File: config.mk
export PLATFORM = sky130hd
export DESIGN_NAME = ground_fault_overcurrent_stage
export DESIGN_NICKNAME = d
export VERILOG_FILES = /design/src/gf_stage_pkg.sv /design/src/stage_if.sv /design/src/dt_ground_stage.sv /design/src/ground_fault_overcurrent_stage.sv
export SDC_FILE = /design/constraint.sdc
export NUM_CORES = 1
export LEC_CHECK = 0
export ABC_AREA = 0
export ABC_CLOCK_PERIOD_IN_PS = 8670
export BUFFER_PORTS_ARGS = -buffer_cell sky130_fd_sc_hd__buf_4
export CORE_MARGIN = 2
export CORE_UTILIZATION = 30
export CTS_BUF_LIST = sky130_fd_sc_hd__clkbuf_16
export DETAILED_ROUTE_END_ITERATION = 10
export GPL_TIMING_DRIVEN = 0
export HOLD_SLACK_MARGIN = 0.15
export PLACE_DENSITY_LB_ADDON = 0.2
export SETUP_SLACK_MARGIN = 0.4
export SLEW_MARGIN = 20
export SYNTH_ARGS = -nofsm -noshare
export SYNTH_HDL_FRONTEND = slang
export SYNTH_SLANG_ARGS = --single-unit
File: constraint.sdc
create_clock -name i_clock -period 8.67 [get_ports i_clock]
set_input_delay 0.867 -clock i_clock [delete_from_list [all_inputs] [get_ports i_clock]]
set_output_delay 0.867 -clock i_clock [all_outputs]
set_load 0.05 [all_outputs]
File: src/gf_stage_pkg.sv
// Purpose: Shared constants, types and helpers for the ground fault stages
// Assumes: 10 MHz clock, one processing tick per millisecond
// Notes:   Currents and pickups share one unit: the pickup setting step
package gf_stage_pkg;

  localparam int CLOCK_PERIOD_NS     = 100;
  localparam int TICK_PERIOD_US      = 1000;
  localparam int TICK_CYCLES_DEFAULT = TICK_PERIOD_US * 1000 / CLOCK_PERIOD_NS;

  localparam int OFF_DELAY_MS       = 200;
  localparam int INST_RELEASE_MS    = 50;
  localparam int DT_TIMER_RESET_MS  = 8000;
  localparam int DELAY_STEP_MS      = 10;
  // Minimum times round up, the maximum release time rounds down
  localparam int OFF_DELAY_TICKS    = (OFF_DELAY_MS * 1000 + TICK_PERIOD_US - 1) / TICK_PERIOD_US;
  localparam int INST_RELEASE_TICKS = INST_RELEASE_MS * 1000 / TICK_PERIOD_US;
  localparam int DT_RESET_TICKS     = (DT_TIMER_RESET_MS * 1000 + TICK_PERIOD_US - 1) / TICK_PERIOD_US;
  localparam int DELAY_STEP_TICKS   = (DELAY_STEP_MS * 1000 + TICK_PERIOD_US - 1) / TICK_PERIOD_US;

  localparam int CUR_W  = 16;
  localparam int CNT_W  = 14;
  localparam int ACC_W  = 32;
  localparam int MULT_W = 13;
  localparam int DLY_W  = 10;

  localparam logic [7:0] ADDR_CONTROL   = 8'h00;
  localparam logic [7:0] ADDR_S3_PICKUP = 8'h04;
  localparam logic [7:0] ADDR_S3_DELAY  = 8'h08;
  localparam logic [7:0] ADDR_S4_PICKUP = 8'h0C;
  localparam logic [7:0] ADDR_S4_MULT   = 8'h10;
  localparam logic [7:0] ADDR_S4_CURVE  = 8'h14;
  localparam logic [7:0] ADDR_STATUS    = 8'h18;

  localparam int CTL_S3_EN   = 0;
  localparam int CTL_S3_HARM = 1;
  localparam int CTL_S4_EN   = 2;
  localparam int CTL_S4_HARM = 3;
  localparam int CTL_S4_STD  = 4;
  localparam int CTL_W       = 5;
  localparam int CURVE_OP_LSB  = 0;
  localparam int CURVE_RST_LSB = 4;

  localparam int DELAY_CODE_MAX = 1000;
  localparam int MULT_MIN       = 25;
  localparam int MULT_MAX       = 5000;
  localparam int CBT_PICKUP_MIN = 2;
  localparam int CBT_PICKUP_MAX = 200;
  localparam int RES_PICKUP_MIN = 1;
  localparam int RES_PICKUP_MAX = 1000;
  localparam int DT_TICKS_PER_M = 1;
  localparam int IDMT_SCALE_DEFAULT = 1000;
  localparam logic [7:0] UNIT_PCT = 8'h64;
  localparam logic [7:0] STD_PCT  = 8'h73;

  localparam logic [CTL_W-1:0]  CONTROL_RESET = 5'h00;
  localparam logic [DLY_W-1:0]  DELAY_RESET   = 10'h000;
  localparam logic [MULT_W-1:0] MULT_RESET    = 13'h0064;

  localparam int CURVE_COUNT      = 14;
  localparam int RESET_CHAR_COUNT = 3;
  typedef enum logic [3:0] {
    curve_ni01 = 4'h0, curve_vi01 = 4'h1, curve_ei01 = 4'h2, curve_li01 = 4'h3,
    curve_li02 = 4'h4, curve_dt01 = 4'h5, curve_ni11 = 4'h6, curve_ei11 = 4'h7,
    curve_ei12 = 4'h8, curve_ni21 = 4'h9, curve_vi21 = 4'hA, curve_li21 = 4'hB,
    curve_ni31 = 4'hC, curve_vi31 = 4'hD
  } op_curve_e;
  typedef enum logic [1:0] {reset_idmt = 2'h0, reset_dt = 2'h1, reset_inst = 2'h2} reset_char_e;

  // Scaled compare avoids a divider: cur*100 >= pk*pct
  function automatic logic reaches_pickup(input logic [CUR_W-1:0] cur, input logic [CUR_W-1:0] pk,
                                          input logic [7:0] pct);
    return ({8'h00, cur} * {16'h0000, UNIT_PCT}) >= ({8'h00, pk} * {16'h0000, pct});
  endfunction

endpackage

File: src/stage_if.sv
// Purpose: Carries settings and live inputs to a definite-time stage
// Assumes: Driven by the top, one clock domain
// Notes:   clear wins over tick in the stage
`timescale 1ns/1ps
interface stage_if;
  import gf_stage_pkg::*;
  logic             tick;
  logic             clear;
  logic             use_enable;
  logic             harmonic_block_enable;
  logic             restraint;
  logic [CUR_W-1:0] current;
  logic [CUR_W-1:0] pickup;
  logic [CNT_W-1:0] delay_ticks;
  logic             detect;
  logic             trip;
  modport ctrl  (output tick, clear, use_enable, harmonic_block_enable, restraint, current, pickup,
                 delay_ticks, input detect, trip);
  modport stage (input tick, clear, use_enable, harmonic_block_enable, restraint, current, pickup,
                 delay_ticks, output detect, trip);
endinterface

File: src/dt_ground_stage.sv
// Purpose: Definite-time ground stage with optional harmonic blocking
// Assumes: One tick pulse per processing period
// Notes:   Trip is held by an off-delay after detection drops
`timescale 1ns/1ps
module dt_ground_stage
  import gf_stage_pkg::*;
(
  input wire logic i_clock,
  input wire logic i_rst_n,
  stage_if.stage   link
);

  logic [CNT_W-1:0] run_cnt;
  logic [CNT_W-1:0] hold_cnt;
  logic             detect;
  logic             trip;

  wire blocked   = link.harmonic_block_enable & link.restraint;
  wire det_now   = link.use_enable & !blocked & reaches_pickup(link.current, link.pickup, UNIT_PCT);
  wire expired   = run_cnt >= link.delay_ticks;
  wire hold_done = hold_cnt == CNT_W'(OFF_DELAY_TICKS - 1);

  always_ff @(posedge i_clock or negedge i_rst_n) begin
    if (!i_rst_n) begin
      run_cnt  <= '0;
      hold_cnt <= '0;
      detect   <= 1'b0;
      trip     <= 1'b0;
    end else if (link.clear || !link.use_enable) begin
      run_cnt  <= '0;
      hold_cnt <= '0;
      detect   <= 1'b0;
      trip     <= 1'b0;
    end else if (link.tick) begin
      detect <= det_now;
      if (det_now) begin
        hold_cnt <= '0;
        if (expired) trip <= 1'b1;
        else run_cnt <= run_cnt + 1'b1;
      end else begin
        run_cnt <= '0;
        if (trip && hold_done) begin
          trip     <= 1'b0;
          hold_cnt <= '0;
        end else if (trip) begin
          hold_cnt <= hold_cnt + 1'b1;
        end
      end
    end
  end

  assign link.detect = detect;
  assign link.trip   = trip;
endmodule

File: src/ground_fault_overcurrent_stage.sv
// Purpose: Third and fourth ground fault overcurrent stages with settings port
// Assumes: Current and curve rate arrive synchronous, in pickup step units
// Notes:   Curve shapes are evaluated outside; this block only accumulates
//
// Summary of operation
// - Stage three is definite time, harmonically blockable
// - Trip after timer; 200 ms off-delay hold
// - Delay 0.00 to 10.00 s, fast instantaneous
// - Core-balance pickup 1.0 to 100.0 mA
// - Residual pickup 0.1 to 100.0 A
// - Stage four trips after characteristic time elapses
// - Detection at pickup, or 1.15 times pickup
// - Timer accumulates only at or above pickup, unblocked
// - Restraint ignored when blocking disabled
// - Fourteen operating, three reset characteristics
// - Curves encoded as distinct enumerated values
// - Multiplier 0.25 to 50.00 scales curve
// - Inverse or definite reset holds 200 ms
// - Definite reset clears timer after fixed 8000 ms
// - Instantaneous reset releases within 50 ms
// - Stage four silent unless enabled
`timescale 1ns/1ps
module ground_fault_overcurrent_stage
  import gf_stage_pkg::*;
#(
  parameter int TICK_CYCLES  = TICK_CYCLES_DEFAULT,
  parameter bit CORE_BALANCE = 1'b1,
  parameter int IDMT_SCALE   = IDMT_SCALE_DEFAULT
)(
  input  wire logic             i_clock,
  input  wire logic             i_rst_n,
  input  wire logic [7:0]       i_addr,
  input  wire logic [31:0]      i_wdata,
  input  wire logic             i_wr,
  input  wire logic             i_rd,
  output logic      [31:0]      o_rdata,
  input  wire logic [CUR_W-1:0] i_current,
  input  wire logic             i_restraint,
  input  wire logic [15:0]      i_curve_rate,
  output logic      [3:0]       o_curve_select,
  output logic                  o_trip_three,
  output logic                  o_trip_four
);

  localparam logic [CUR_W-1:0] PICKUP_MIN = CORE_BALANCE ? CUR_W'(CBT_PICKUP_MIN) : CUR_W'(RES_PICKUP_MIN);
  localparam logic [CUR_W-1:0] PICKUP_MAX = CORE_BALANCE ? CUR_W'(CBT_PICKUP_MAX) : CUR_W'(RES_PICKUP_MAX);

  generate
    if (TICK_CYCLES < 1 || TICK_CYCLES > 65535) begin : g_bad_tick
      $error("TICK_CYCLES must lie in 1..65535");
    end
    if (IDMT_SCALE < 1 || IDMT_SCALE > 65535) begin : g_bad_scale
      $error("IDMT_SCALE must lie in 1..65535");
    end
    if (INST_RELEASE_TICKS < 1 || DT_RESET_TICKS >= (1 << CNT_W)) begin : g_bad_timing
      $error("tick period does not suit the reset timing");
    end
  endgenerate

  // Range check shared by both pickup registers; out-of-range writes are dropped
  function automatic logic pickup_ok(input logic [31:0] v);
    return v >= {16'h0000, PICKUP_MIN} && v <= {16'h0000, PICKUP_MAX};
  endfunction

  logic [15:0]       tick_cnt;
  logic [CTL_W-1:0]  control;
  logic [CUR_W-1:0]  s3_pickup;
  logic [DLY_W-1:0]  s3_delay;
  logic [CUR_W-1:0]  s4_pickup;
  logic [MULT_W-1:0] s4_mult;
  op_curve_e         s4_curve;
  reset_char_e       s4_reset;
  logic [ACC_W-1:0]  acc;
  logic [CNT_W-1:0]  rst_cnt;
  logic [CNT_W-1:0]  hold4;
  logic              detect4;
  logic              trip4;

  wire tick = tick_cnt == 16'(TICK_CYCLES - 1);

  wire sel_control = i_addr == ADDR_CONTROL;
  wire sel_s3_pk   = i_addr == ADDR_S3_PICKUP;
  wire sel_s3_dly  = i_addr == ADDR_S3_DELAY;
  wire sel_s4_pk   = i_addr == ADDR_S4_PICKUP;
  wire sel_s4_mult = i_addr == ADDR_S4_MULT;
  wire sel_s4_crv  = i_addr == ADDR_S4_CURVE;
  wire sel_status  = i_addr == ADDR_STATUS;

  wire [3:0] wr_curve = i_wdata[CURVE_OP_LSB +: 4];
  wire [1:0] wr_reset = i_wdata[CURVE_RST_LSB +: 2];
  wire wr_control = i_wr && sel_control;
  wire wr_s3_pk   = i_wr && sel_s3_pk && pickup_ok(i_wdata);
  wire wr_s3_dly  = i_wr && sel_s3_dly && i_wdata <= 32'(DELAY_CODE_MAX);
  wire wr_s4_pk   = i_wr && sel_s4_pk && pickup_ok(i_wdata);
  wire wr_s4_mult = i_wr && sel_s4_mult && i_wdata >= 32'(MULT_MIN) && i_wdata <= 32'(MULT_MAX);
  wire wr_s4_crv  = i_wr && sel_s4_crv && i_wdata[31:6] == 26'h0 && 32'(wr_curve) < 32'(CURVE_COUNT)
                    && 32'(wr_reset) < 32'(RESET_CHAR_COUNT);

  wire s3_ctl_change = wr_control && (i_wdata[CTL_S3_HARM:CTL_S3_EN] != control[CTL_S3_HARM:CTL_S3_EN]);
  wire s4_ctl_change = wr_control && (i_wdata[CTL_S4_STD:CTL_S4_EN] != control[CTL_S4_STD:CTL_S4_EN]);
  // Clear lands on the same edge as the new value, so no tick ever mixes old timers and new settings
  wire clear3 = s3_ctl_change || wr_s3_pk || wr_s3_dly;
  wire clear4 = s4_ctl_change || wr_s4_pk || wr_s4_mult || wr_s4_crv;

  wire en4   = control[CTL_S4_EN];
  wire harm4 = control[CTL_S4_HARM];
  wire std4  = control[CTL_S4_STD];

  always_ff @(posedge i_clock or negedge i_rst_n) begin
    if (!i_rst_n) tick_cnt <= '0;
    else if (tick) tick_cnt <= '0;
    else tick_cnt <= tick_cnt + 1'b1;
  end

  always_ff @(posedge i_clock or negedge i_rst_n) begin
    if (!i_rst_n) begin
      control   <= CONTROL_RESET;
      s3_pickup <= PICKUP_MIN;
      s3_delay  <= DELAY_RESET;
      s4_pickup <= PICKUP_MIN;
      s4_mult   <= MULT_RESET;
      s4_curve  <= curve_ni01;
      s4_reset  <= reset_idmt;
    end else begin
      if (wr_control) control <= i_wdata[CTL_W-1:0];
      if (wr_s3_pk) s3_pickup <= i_wdata[CUR_W-1:0];
      if (wr_s3_dly) s3_delay <= i_wdata[DLY_W-1:0];
      if (wr_s4_pk) s4_pickup <= i_wdata[CUR_W-1:0];
      if (wr_s4_mult) s4_mult <= i_wdata[MULT_W-1:0];
      if (wr_s4_crv) begin
        s4_curve <= op_curve_e'(wr_curve);
        s4_reset <= reset_char_e'(wr_reset);
      end
    end
  end

  stage_if s3_link ();
  assign s3_link.tick                  = tick;
  assign s3_link.clear                 = clear3;
  assign s3_link.use_enable            = control[CTL_S3_EN];
  assign s3_link.harmonic_block_enable = control[CTL_S3_HARM];
  assign s3_link.restraint             = i_restraint;
  assign s3_link.current               = i_current;
  assign s3_link.pickup                = s3_pickup;
  // Widen before the product: the longest delay code times its step does not fit the code width
  assign s3_link.delay_ticks           = CNT_W'(s3_delay) * CNT_W'(DELAY_STEP_TICKS);

  dt_ground_stage u_stage_three (
    .i_clock (i_clock),
    .i_rst_n (i_rst_n),
    .link    (s3_link.stage)
  );

  // Harmonic restraint only counts when blocking is enabled
  wire blocked4  = harm4 & i_restraint;
  wire det4_now  = en4 & !blocked4 & reaches_pickup(i_current, s4_pickup, std4 ? STD_PCT : UNIT_PCT);
  wire timing4   = en4 & !blocked4 & reaches_pickup(i_current, s4_pickup, UNIT_PCT);
  wire is_dt     = s4_curve == curve_dt01;
  wire [ACC_W-1:0] step4   = is_dt ? ACC_W'(DT_TICKS_PER_M) : {16'h0000, i_curve_rate};
  wire [ACC_W-1:0] mult_x  = {19'h00000, s4_mult};
  wire [ACC_W-1:0] target4 = is_dt ? ACC_W'(mult_x * ACC_W'(DT_TICKS_PER_M))
                                   : ACC_W'(mult_x * ACC_W'(IDMT_SCALE));
  wire [ACC_W:0]   acc_sum  = {1'b0, acc} + {1'b0, step4};
  wire [ACC_W-1:0] next_acc = acc_sum[ACC_W] ? {ACC_W{1'b1}} : acc_sum[ACC_W-1:0];
  wire expired4   = acc >= target4;
  wire hold_done4 = hold4 == CNT_W'(OFF_DELAY_TICKS - 1);
  wire dt_done4   = rst_cnt == CNT_W'(DT_RESET_TICKS - 1);

  // Accumulator: stalls at the target, and under definite reset it clears only after a long idle
  always_ff @(posedge i_clock or negedge i_rst_n) begin
    if (!i_rst_n) begin
      acc     <= '0;
      rst_cnt <= '0;
    end else if (clear4 || !en4) begin
      acc     <= '0;
      rst_cnt <= '0;
    end else if (tick) begin
      if (timing4) begin
        rst_cnt <= '0;
        if (!expired4) acc <= next_acc;
      end else if (s4_reset == reset_dt && acc != '0) begin
        if (dt_done4) begin
          acc     <= '0;
          rst_cnt <= '0;
        end else begin
          rst_cnt <= rst_cnt + 1'b1;
        end
      end else begin
        acc     <= '0;
        rst_cnt <= '0;
      end
    end
  end

  always_ff @(posedge i_clock or negedge i_rst_n) begin
    if (!i_rst_n) begin
      detect4 <= 1'b0;
      trip4   <= 1'b0;
      hold4   <= '0;
    end else if (clear4 || !en4) begin
      detect4 <= 1'b0;
      trip4   <= 1'b0;
      hold4   <= '0;
    end else if (tick) begin
      detect4 <= det4_now;
      if (det4_now) begin
        hold4 <= '0;
        if (expired4) trip4 <= 1'b1;
      end else if (trip4) begin
        case (s4_reset)
          reset_inst: trip4 <= 1'b0;
          reset_idmt, reset_dt: begin
            if (hold_done4) begin
              trip4 <= 1'b0;
              hold4 <= '0;
            end else begin
              hold4 <= hold4 + 1'b1;
            end
          end
          default: trip4 <= 1'b0;
        endcase
      end
    end
  end

  wire [31:0] status = {27'h0, acc != '0, detect4, trip4, s3_link.detect, s3_link.trip};
  wire [31:0] read_mux =
    sel_control ? {27'h0, control} :
    sel_s3_pk   ? {16'h0000, s3_pickup} :
    sel_s3_dly  ? {22'h0, s3_delay} :
    sel_s4_pk   ? {16'h0000, s4_pickup} :
    sel_s4_mult ? {19'h0, s4_mult} :
    sel_s4_crv  ? {26'h0, s4_reset, s4_curve} :
    sel_status  ? status : 32'h0000_0000;

  always_ff @(posedge i_clock or negedge i_rst_n) begin
    if (!i_rst_n) o_rdata <= '0;
    else o_rdata <= i_rd ? read_mux : 32'h0000_0000;
  end

  assign o_curve_select = s4_curve;
  assign o_trip_three   = s3_link.trip;
  assign o_trip_four    = trip4;
endmodule

# After elaboration in Yosys (flattened, before gate mapping)
# Cells that the tools add are included.
# classes
add_sub_neg,6
mul,6
order_cmp,12
n_eq_ne,19
n_mux,55
bitwise_logic,7
reduce_logical,47
# ops
op,n
14-bit 2-to-1 mux,20
32-bit 2-to-1 mux,7
16-bit 2-to-1 mux,7
23-bit >= comparator,3
16-bit by 5-bit multiplier with 21-bit output (second input constant),3
14-bit by 1-bit adder with 14-bit output (second input constant),4
32-bit by 16-bit adder with 33-bit output,1
32-bit by 2-bit >= comparator with 1-bit output (second input constant),1
32-bit by 23-bit >= comparator with 1-bit output,1
32-bit by 5-bit >= comparator with 1-bit output (second input constant),1
32-bit by 10-bit <= comparator with 1-bit output (second input constant),1
32-bit by 13-bit <= comparator with 1-bit output (second input constant),1
32-bit by 8-bit <= comparator with 1-bit output (second input constant),1
32-bit nonzero test,1
14-bit by 8-bit equality test with 1-bit output (second input constant),2
26-bit zero test,1
8-bit by 5-bit equality test with 1-bit output (second input constant),3
16-bit by 7-bit multiplier with 23-bit output,1
23-bit 2-to-1 mux,1
13-bit by 7-bit multiplier with 20-bit output (second input constant),1
1-bit logical AND,19
16-bit by 1-bit adder with 16-bit output (second input constant),1
16-bit by 14-bit equality test with 1-bit output (second input constant),1
8-bit by 4-bit equality test with 1-bit output (second input constant),2
other kinds (29),68
# totals
register_bits,190
in_bits,77
out_inout_bits,38

# Longest topological paths before layout
# logic_depth
word_depth,9
ltp_mapped,32
ltp_nobuf,29

# Cells and area by module
# Synthesis repeated with hierarchy kept, for this count alone.
# hier_totals
cells_unflattened,2622
area_unflattened_um2,23734.0
# modules_own_cells
module,n_inst,cells_per_inst,area_per_inst_um2,seq_area_each_um2
ground_fault_overcurrent_stage,1,2006,18242.5,4010.1
dt_ground_stage,1,616,5491.5,750.7

# Least setup slack after synthesis
# OpenSTA, ideal clock, no wires.
# synth_timing
kind,reg2reg
start,reg control[4]
end,reg hold4[0]
arrival_time_ns,6.398
required_time_ns,8.545
path_slack_ns,2.147
path_stages_with_launch,28
path_buffers,2
path_cell_list,dfrtp_1 buf_2 clkbuf_1 nand2_1 fa_1 inv_1 fa_1 fa_1 inv_1 fa_1 inv_1 ha_1 a21o_1 a21o_1 nor3_1 a21oi_1 a211o_1 a21oi_1 xor2_1 ha_1 and4_1 nand2_1 nor2_1 a21oi_1 a31oi_1 o21ai_2 nand2_1 mux2_2
# synth_between
elab_chain_cells,8
# synth_rtl
element,line_no,source
start: declaration,ground_fault_overcurrent_stage.sv:66,logic [CTL_W-1:0] control;
start signal: assignment,ground_fault_overcurrent_stage.sv:125,if (wr_control) control <= i_wdata[CTL_W-1:0];
branches (longest 8 deep; another with 16-bit by 7-bit multiplier with 23-bit output),--,
end signal: assignment,ground_fault_overcurrent_stage.sv:217,hold4 <= hold4 + 1'b1;
end: declaration,ground_fault_overcurrent_stage.sv:75,logic [CNT_W-1:0] hold4;
# Parallel ways; which one is timed is not known. The select of a mux whose other input is x is not followed.
# A chain may end at the register's enable or synchronous reset.

# Worst setup path in the final report
# layout_timing
start,reg s4_mult[2]
end,reg acc[19]
# layout_between
elab_chain_cells,5
# layout_rtl
element,line_no,source
start: declaration,ground_fault_overcurrent_stage.sv:70,logic [MULT_W-1:0] s4_mult;
start signal: assignment,ground_fault_overcurrent_stage.sv:129,if (wr_s4_mult) s4_mult <= i_wdata[MULT_W-1:0];
13-bit by 7-bit multiplier with 20-bit output,ground_fault_overcurrent_stage.sv:162,: ACC_W'(mult_x * ACC_W'(IDMT_SCALE));
23-bit 2-to-1 mux (*),ground_fault_overcurrent_stage.sv:161,wire [ACC_W-1:0] target4 = is_dt ? ACC_W'(mult_x * ACC_W'(DT_TICKS_PER_M))
32-bit by 23-bit >= comparator with 1-bit output (*),ground_fault_overcurrent_stage.sv:165,wire expired4 = acc >= target4;
3-bit by 2-bit inequality test with 1-bit output (no line) (*),--,
3-bit AND reduction (no line) (*),--,
end signal: assignment,ground_fault_overcurrent_stage.sv:180,if (!expired4) acc <= next_acc;
end: declaration,ground_fault_overcurrent_stage.sv:73,logic [ACC_W-1:0] acc;
# Every way passes the cells marked *; elsewhere a longest branch is shown, timed or not.

==> impl_metrics.csv <==
group,metric,value,unit
yosys,synth-edff-count,0,
route,drc,8,
timing,period_share,90.36,%
timing,worst_slew_pin_slew,1127,ps
yosys,synth_seq_cells,190,
cells_and_area,n_fill_cell,7650,
timing,rsz0062_at_grt,"no",
timing,min_period,7834,ps
cells_and_area,multiInputGateArea,15880,sq um
outcome,violations,"DRC",
floorplanning,rows,99,
worst_hold_path,hold_path.class,"in2async",
worst_setup_path,critical_path.max_stage_delay,630,ps
cells_and_area,seq_area,4761,sq um
clock_network,cts.clk_slew.worst_paths,80,ps
route,detail_route.first_pass.iterations,8,
route,dr.first_iter.drc_count,830,
floorplanning,coreArea,73080,sq um
outcome,status,"complete, but fails checks",
floorplanning,die_h,275.8,um
yosys,synth_top_area_share,21.56,%
yosys,synth_cell_types,83,
cells_and_area,layout-drive-gt1-share,8.855,%
worst_setup_path,critPathKind,"reg2reg",
route,ant_nets,0,
timing,skew,17.24,ps
route,dr_total_vias,18030,
cells_and_area,most-common-layout-cells,"ha_1 (382), inv_1 (345), dfrtp_1 (185)",
global_routing,grt_pass1_wl,96610,um
timing,setup_tns,0,ps
global_routing,overflow,0,
power,ir_worst_vdd,0.1413,mV
worst_setup_path,slowest_stage,"a21oi_1",
timing,slew_headroom,24.27,%
worst_setup_path,timing.rr.start,"s4_mult[2]",
clock_network,cts_buffers,17,
worst_setup_path,arrival,8170,ps
flow_run,drv_cap,0,
cells_and_area,syn2layout_area_growth,12.08,%
timing,hold_ws,297.0,ps
floorplanning,pin_count,115,
clock_network,htree_num_levels,4,
worst_setup_path,crit_path_start_kind,"flop",
route,drt-total-wl,60210,um
yosys,syn_avg_cell_area,8.873,sq um
timing,finalHoldViolCount,0,
global_routing,grt_max_degree,76,
cells_and_area,layout_commonest_cell,"ha_1",
worst_setup_path,cp.buffers_inverters,3,
worst_setup_path,cp-startpoint,"s4_mult[2]",
clock_network,holdBufCountCts,0,
power,cellPowerDensity,105.4,nW/um^2
floorplanning,die_w,275.8,um
worst_setup_path,worstRegToRegCells,27,
worst_setup_path,ff2ff_setup_slack,840,ps
global_routing,antenna_found_initial,3,
worst_setup_path,cp.depth,27,
worst_setup_path,critPathCaptureType,"flop",
clock_network,clk_latency,470,ps
global_routing,grt_pass1_vias,18430,
worst_setup_path,cp-endpoint,"acc[19]",
yosys,synth-warning-count,0,
place,place_congestion,0.8587,
clock_network,cts_buffer_depth,2,
clock_network,cts_sinks,190,
timing,fmax,127.6,MHz
yosys,ys_async_sr_fraction,100.0,%
place,dpl.hpwl,50390,um
clock_network,cts_tree,"yes",
clock_network,ctsRootBufferMaster,"clkbuf_16",
place,port_buffers,92,
timing,setup_viol,0,
yosys,yosysTopAreaCell,"ha_1",
power,p_leak,12.46,nW
worst_setup_path,crit_fanout,10,
worst_setup_path,crit_required,9000,ps
worst_setup_path,worstReg2RegEnd,"acc[19]",
cells_and_area,nNetsFinal,3229,
worst_setup_path,cp_common_cell,"fa_1",
floorplanning,initial_core_util,30.33,%
yosys,yosysSeqAreaShare,21.48,%
yosys,syn_inst,2498,
yosys,syn-cell-area,22160,sq um
global_routing,grt_usage,16.09,%
yosys,ys.flop_type,"dfrtp_1",
worst_setup_path,crit_family,"compound AO/OA/AOI/OAI gates",
yosys,netlist_top_cells_area,"ha_1 (22%), dfrtp_1 (21%), fa_1 (12%)",
floorplanning,dieArea,76070,sq um
timing,drv_slew,0,
route,via_per_inst,4.989,
route,wire_per_inst,16.66,um
[synth_stat cells (6+ instances only)]
master     number
a21o_1         41
or4_1           6
o21ai_0       139
o211ai_1       15
a221oi_1       12
nand3_1        68
a211oi_1       21
dfrtp_1       185
nor2_1        135
a31oi_1        27
nor2b_1        26
nand2_1       169
o21a_1         17
and2_1         35
or3_1          18
buf_4          18
xor2_1         52
nand2b_1       34
fa_1          129
mux2_2         35
o31a_1          8
ha_1          382
o21bai_1       14
inv_1         345
and3_1         49
nand4_1        26
o21ai_1        17
o22ai_1         9
a2111oi_0      11
xnor2_1        66
clkbuf_1       36
nor3_1         53
nor4_1         23
mux2i_1        11
a21oi_1       138
buf_2          15
or2_2           8
[logic make-up after synthesis]
| group | synth area share, % |
|---|---|
| buffers and inverters | 7.452 |
| DFF | 21.48 |
| other | 0.03388 |
| muxes | 2.275 |
| xor gates and xnor gates | 4.663 |
| AOI/OAI and AO/OA | 14.98 |
| adders and majority gates | 33.22 |
| and+or+nand+nor | 15.90 |
[how the worst min path moves through the flow]
stage / slack [ps] / end / cells after the start / from
4_1_cts: 300 / u_stage_three.run_cnt[2] / 1 / i_rst_n
3_5_place_dp: 470 / tick_cnt[15] / 1 / tick_cnt[15]
6_report: 300 / o_rdata[4] / 1 / i_rst_n
5_1_grt: 310 / o_rdata[4] / 1 / i_rst_n
3_3_place_gp: 440 / tick_cnt[0] / 1 / tick_cnt[0]
2_1_floorplan: 430 / tick_cnt[0] / 1 / tick_cnt[0]
[layout make-up]
type                    instances  area share, %
inverters                     345          5.213
clock buffers                  17          1.713
multi-input cells            1919          63.91
well taps                     959          4.830
flip-flops and latches        190          19.17
plain buffers                  72          1.436
repair buffers                 96          3.108
diodes                          1        0.01007
clock inverters                15         0.6145
[where the power goes]
group,internal [W],switching [W]
combinational,0.000365,0.000549
sequential,0.000887,0.00000157
clock,0.000405,0.000411
total,0.00166,0.000962
[through the flow]
step / power [W] / utilization [%] / cell area (sq um) / std cells / worst slack (ps)
after global placement: 0.001798 / 33.06 / 24160 / 3577 / 288.8
after CTS: 0.002656 / 33.96 / 24820 / 3612 / 631.5
final: 0.002619 / 33.99 / 24840 / 3614 / 835.5
after floorplan: 0.001541 / - / 22270 / 2526 / 2147
after detailed placement: 0.001823 / 33.17 / 24240 / 3580 / 179.1
after global routing: 0.002814 / 33.99 / 24840 / 3613 / 439.9
[worst register-to-register path, delay by kind of cell (launching register included)]
family          cells  cell delay (ps)
compound gates     11             2640
fa+ha+maj           6             2600
buf+inv             3              530
flops               1              620
simple gates        7             1340
[layer usage]
metal / up-vias / wire, um / GRT usage (%)
met5: - / 13 / 0
met4: 2 / 1061 / 3.947
met3: 42 / 2354 / 2.314
met2: 304 / 28860 / 27.84
met1: 8740 / 27930 / 21.05
li1: 8943 / - / -
[what timing repair did]
action | CTS | global route
gates resized for setup | 0 | 1
endpoints found under the hold margin | 0 | 0
setup endpoints to repair | 0 | 25
buffers inserted | 0 | 1
[state kept, by name (all words and copies together) (netlist names), 10 cells and up]
name / flops
s4_mult: 13
u_stage_three.hold_cnt: 14
rst_cnt: 14
u_stage_three.run_cnt: 14
acc: 32
s3_link.pickup: 16
s4_pickup: 16
s3_delay: 10
o_rdata: 16
hold4: 14
tick_cnt: 16
Power figures use the tool's default switching activity.
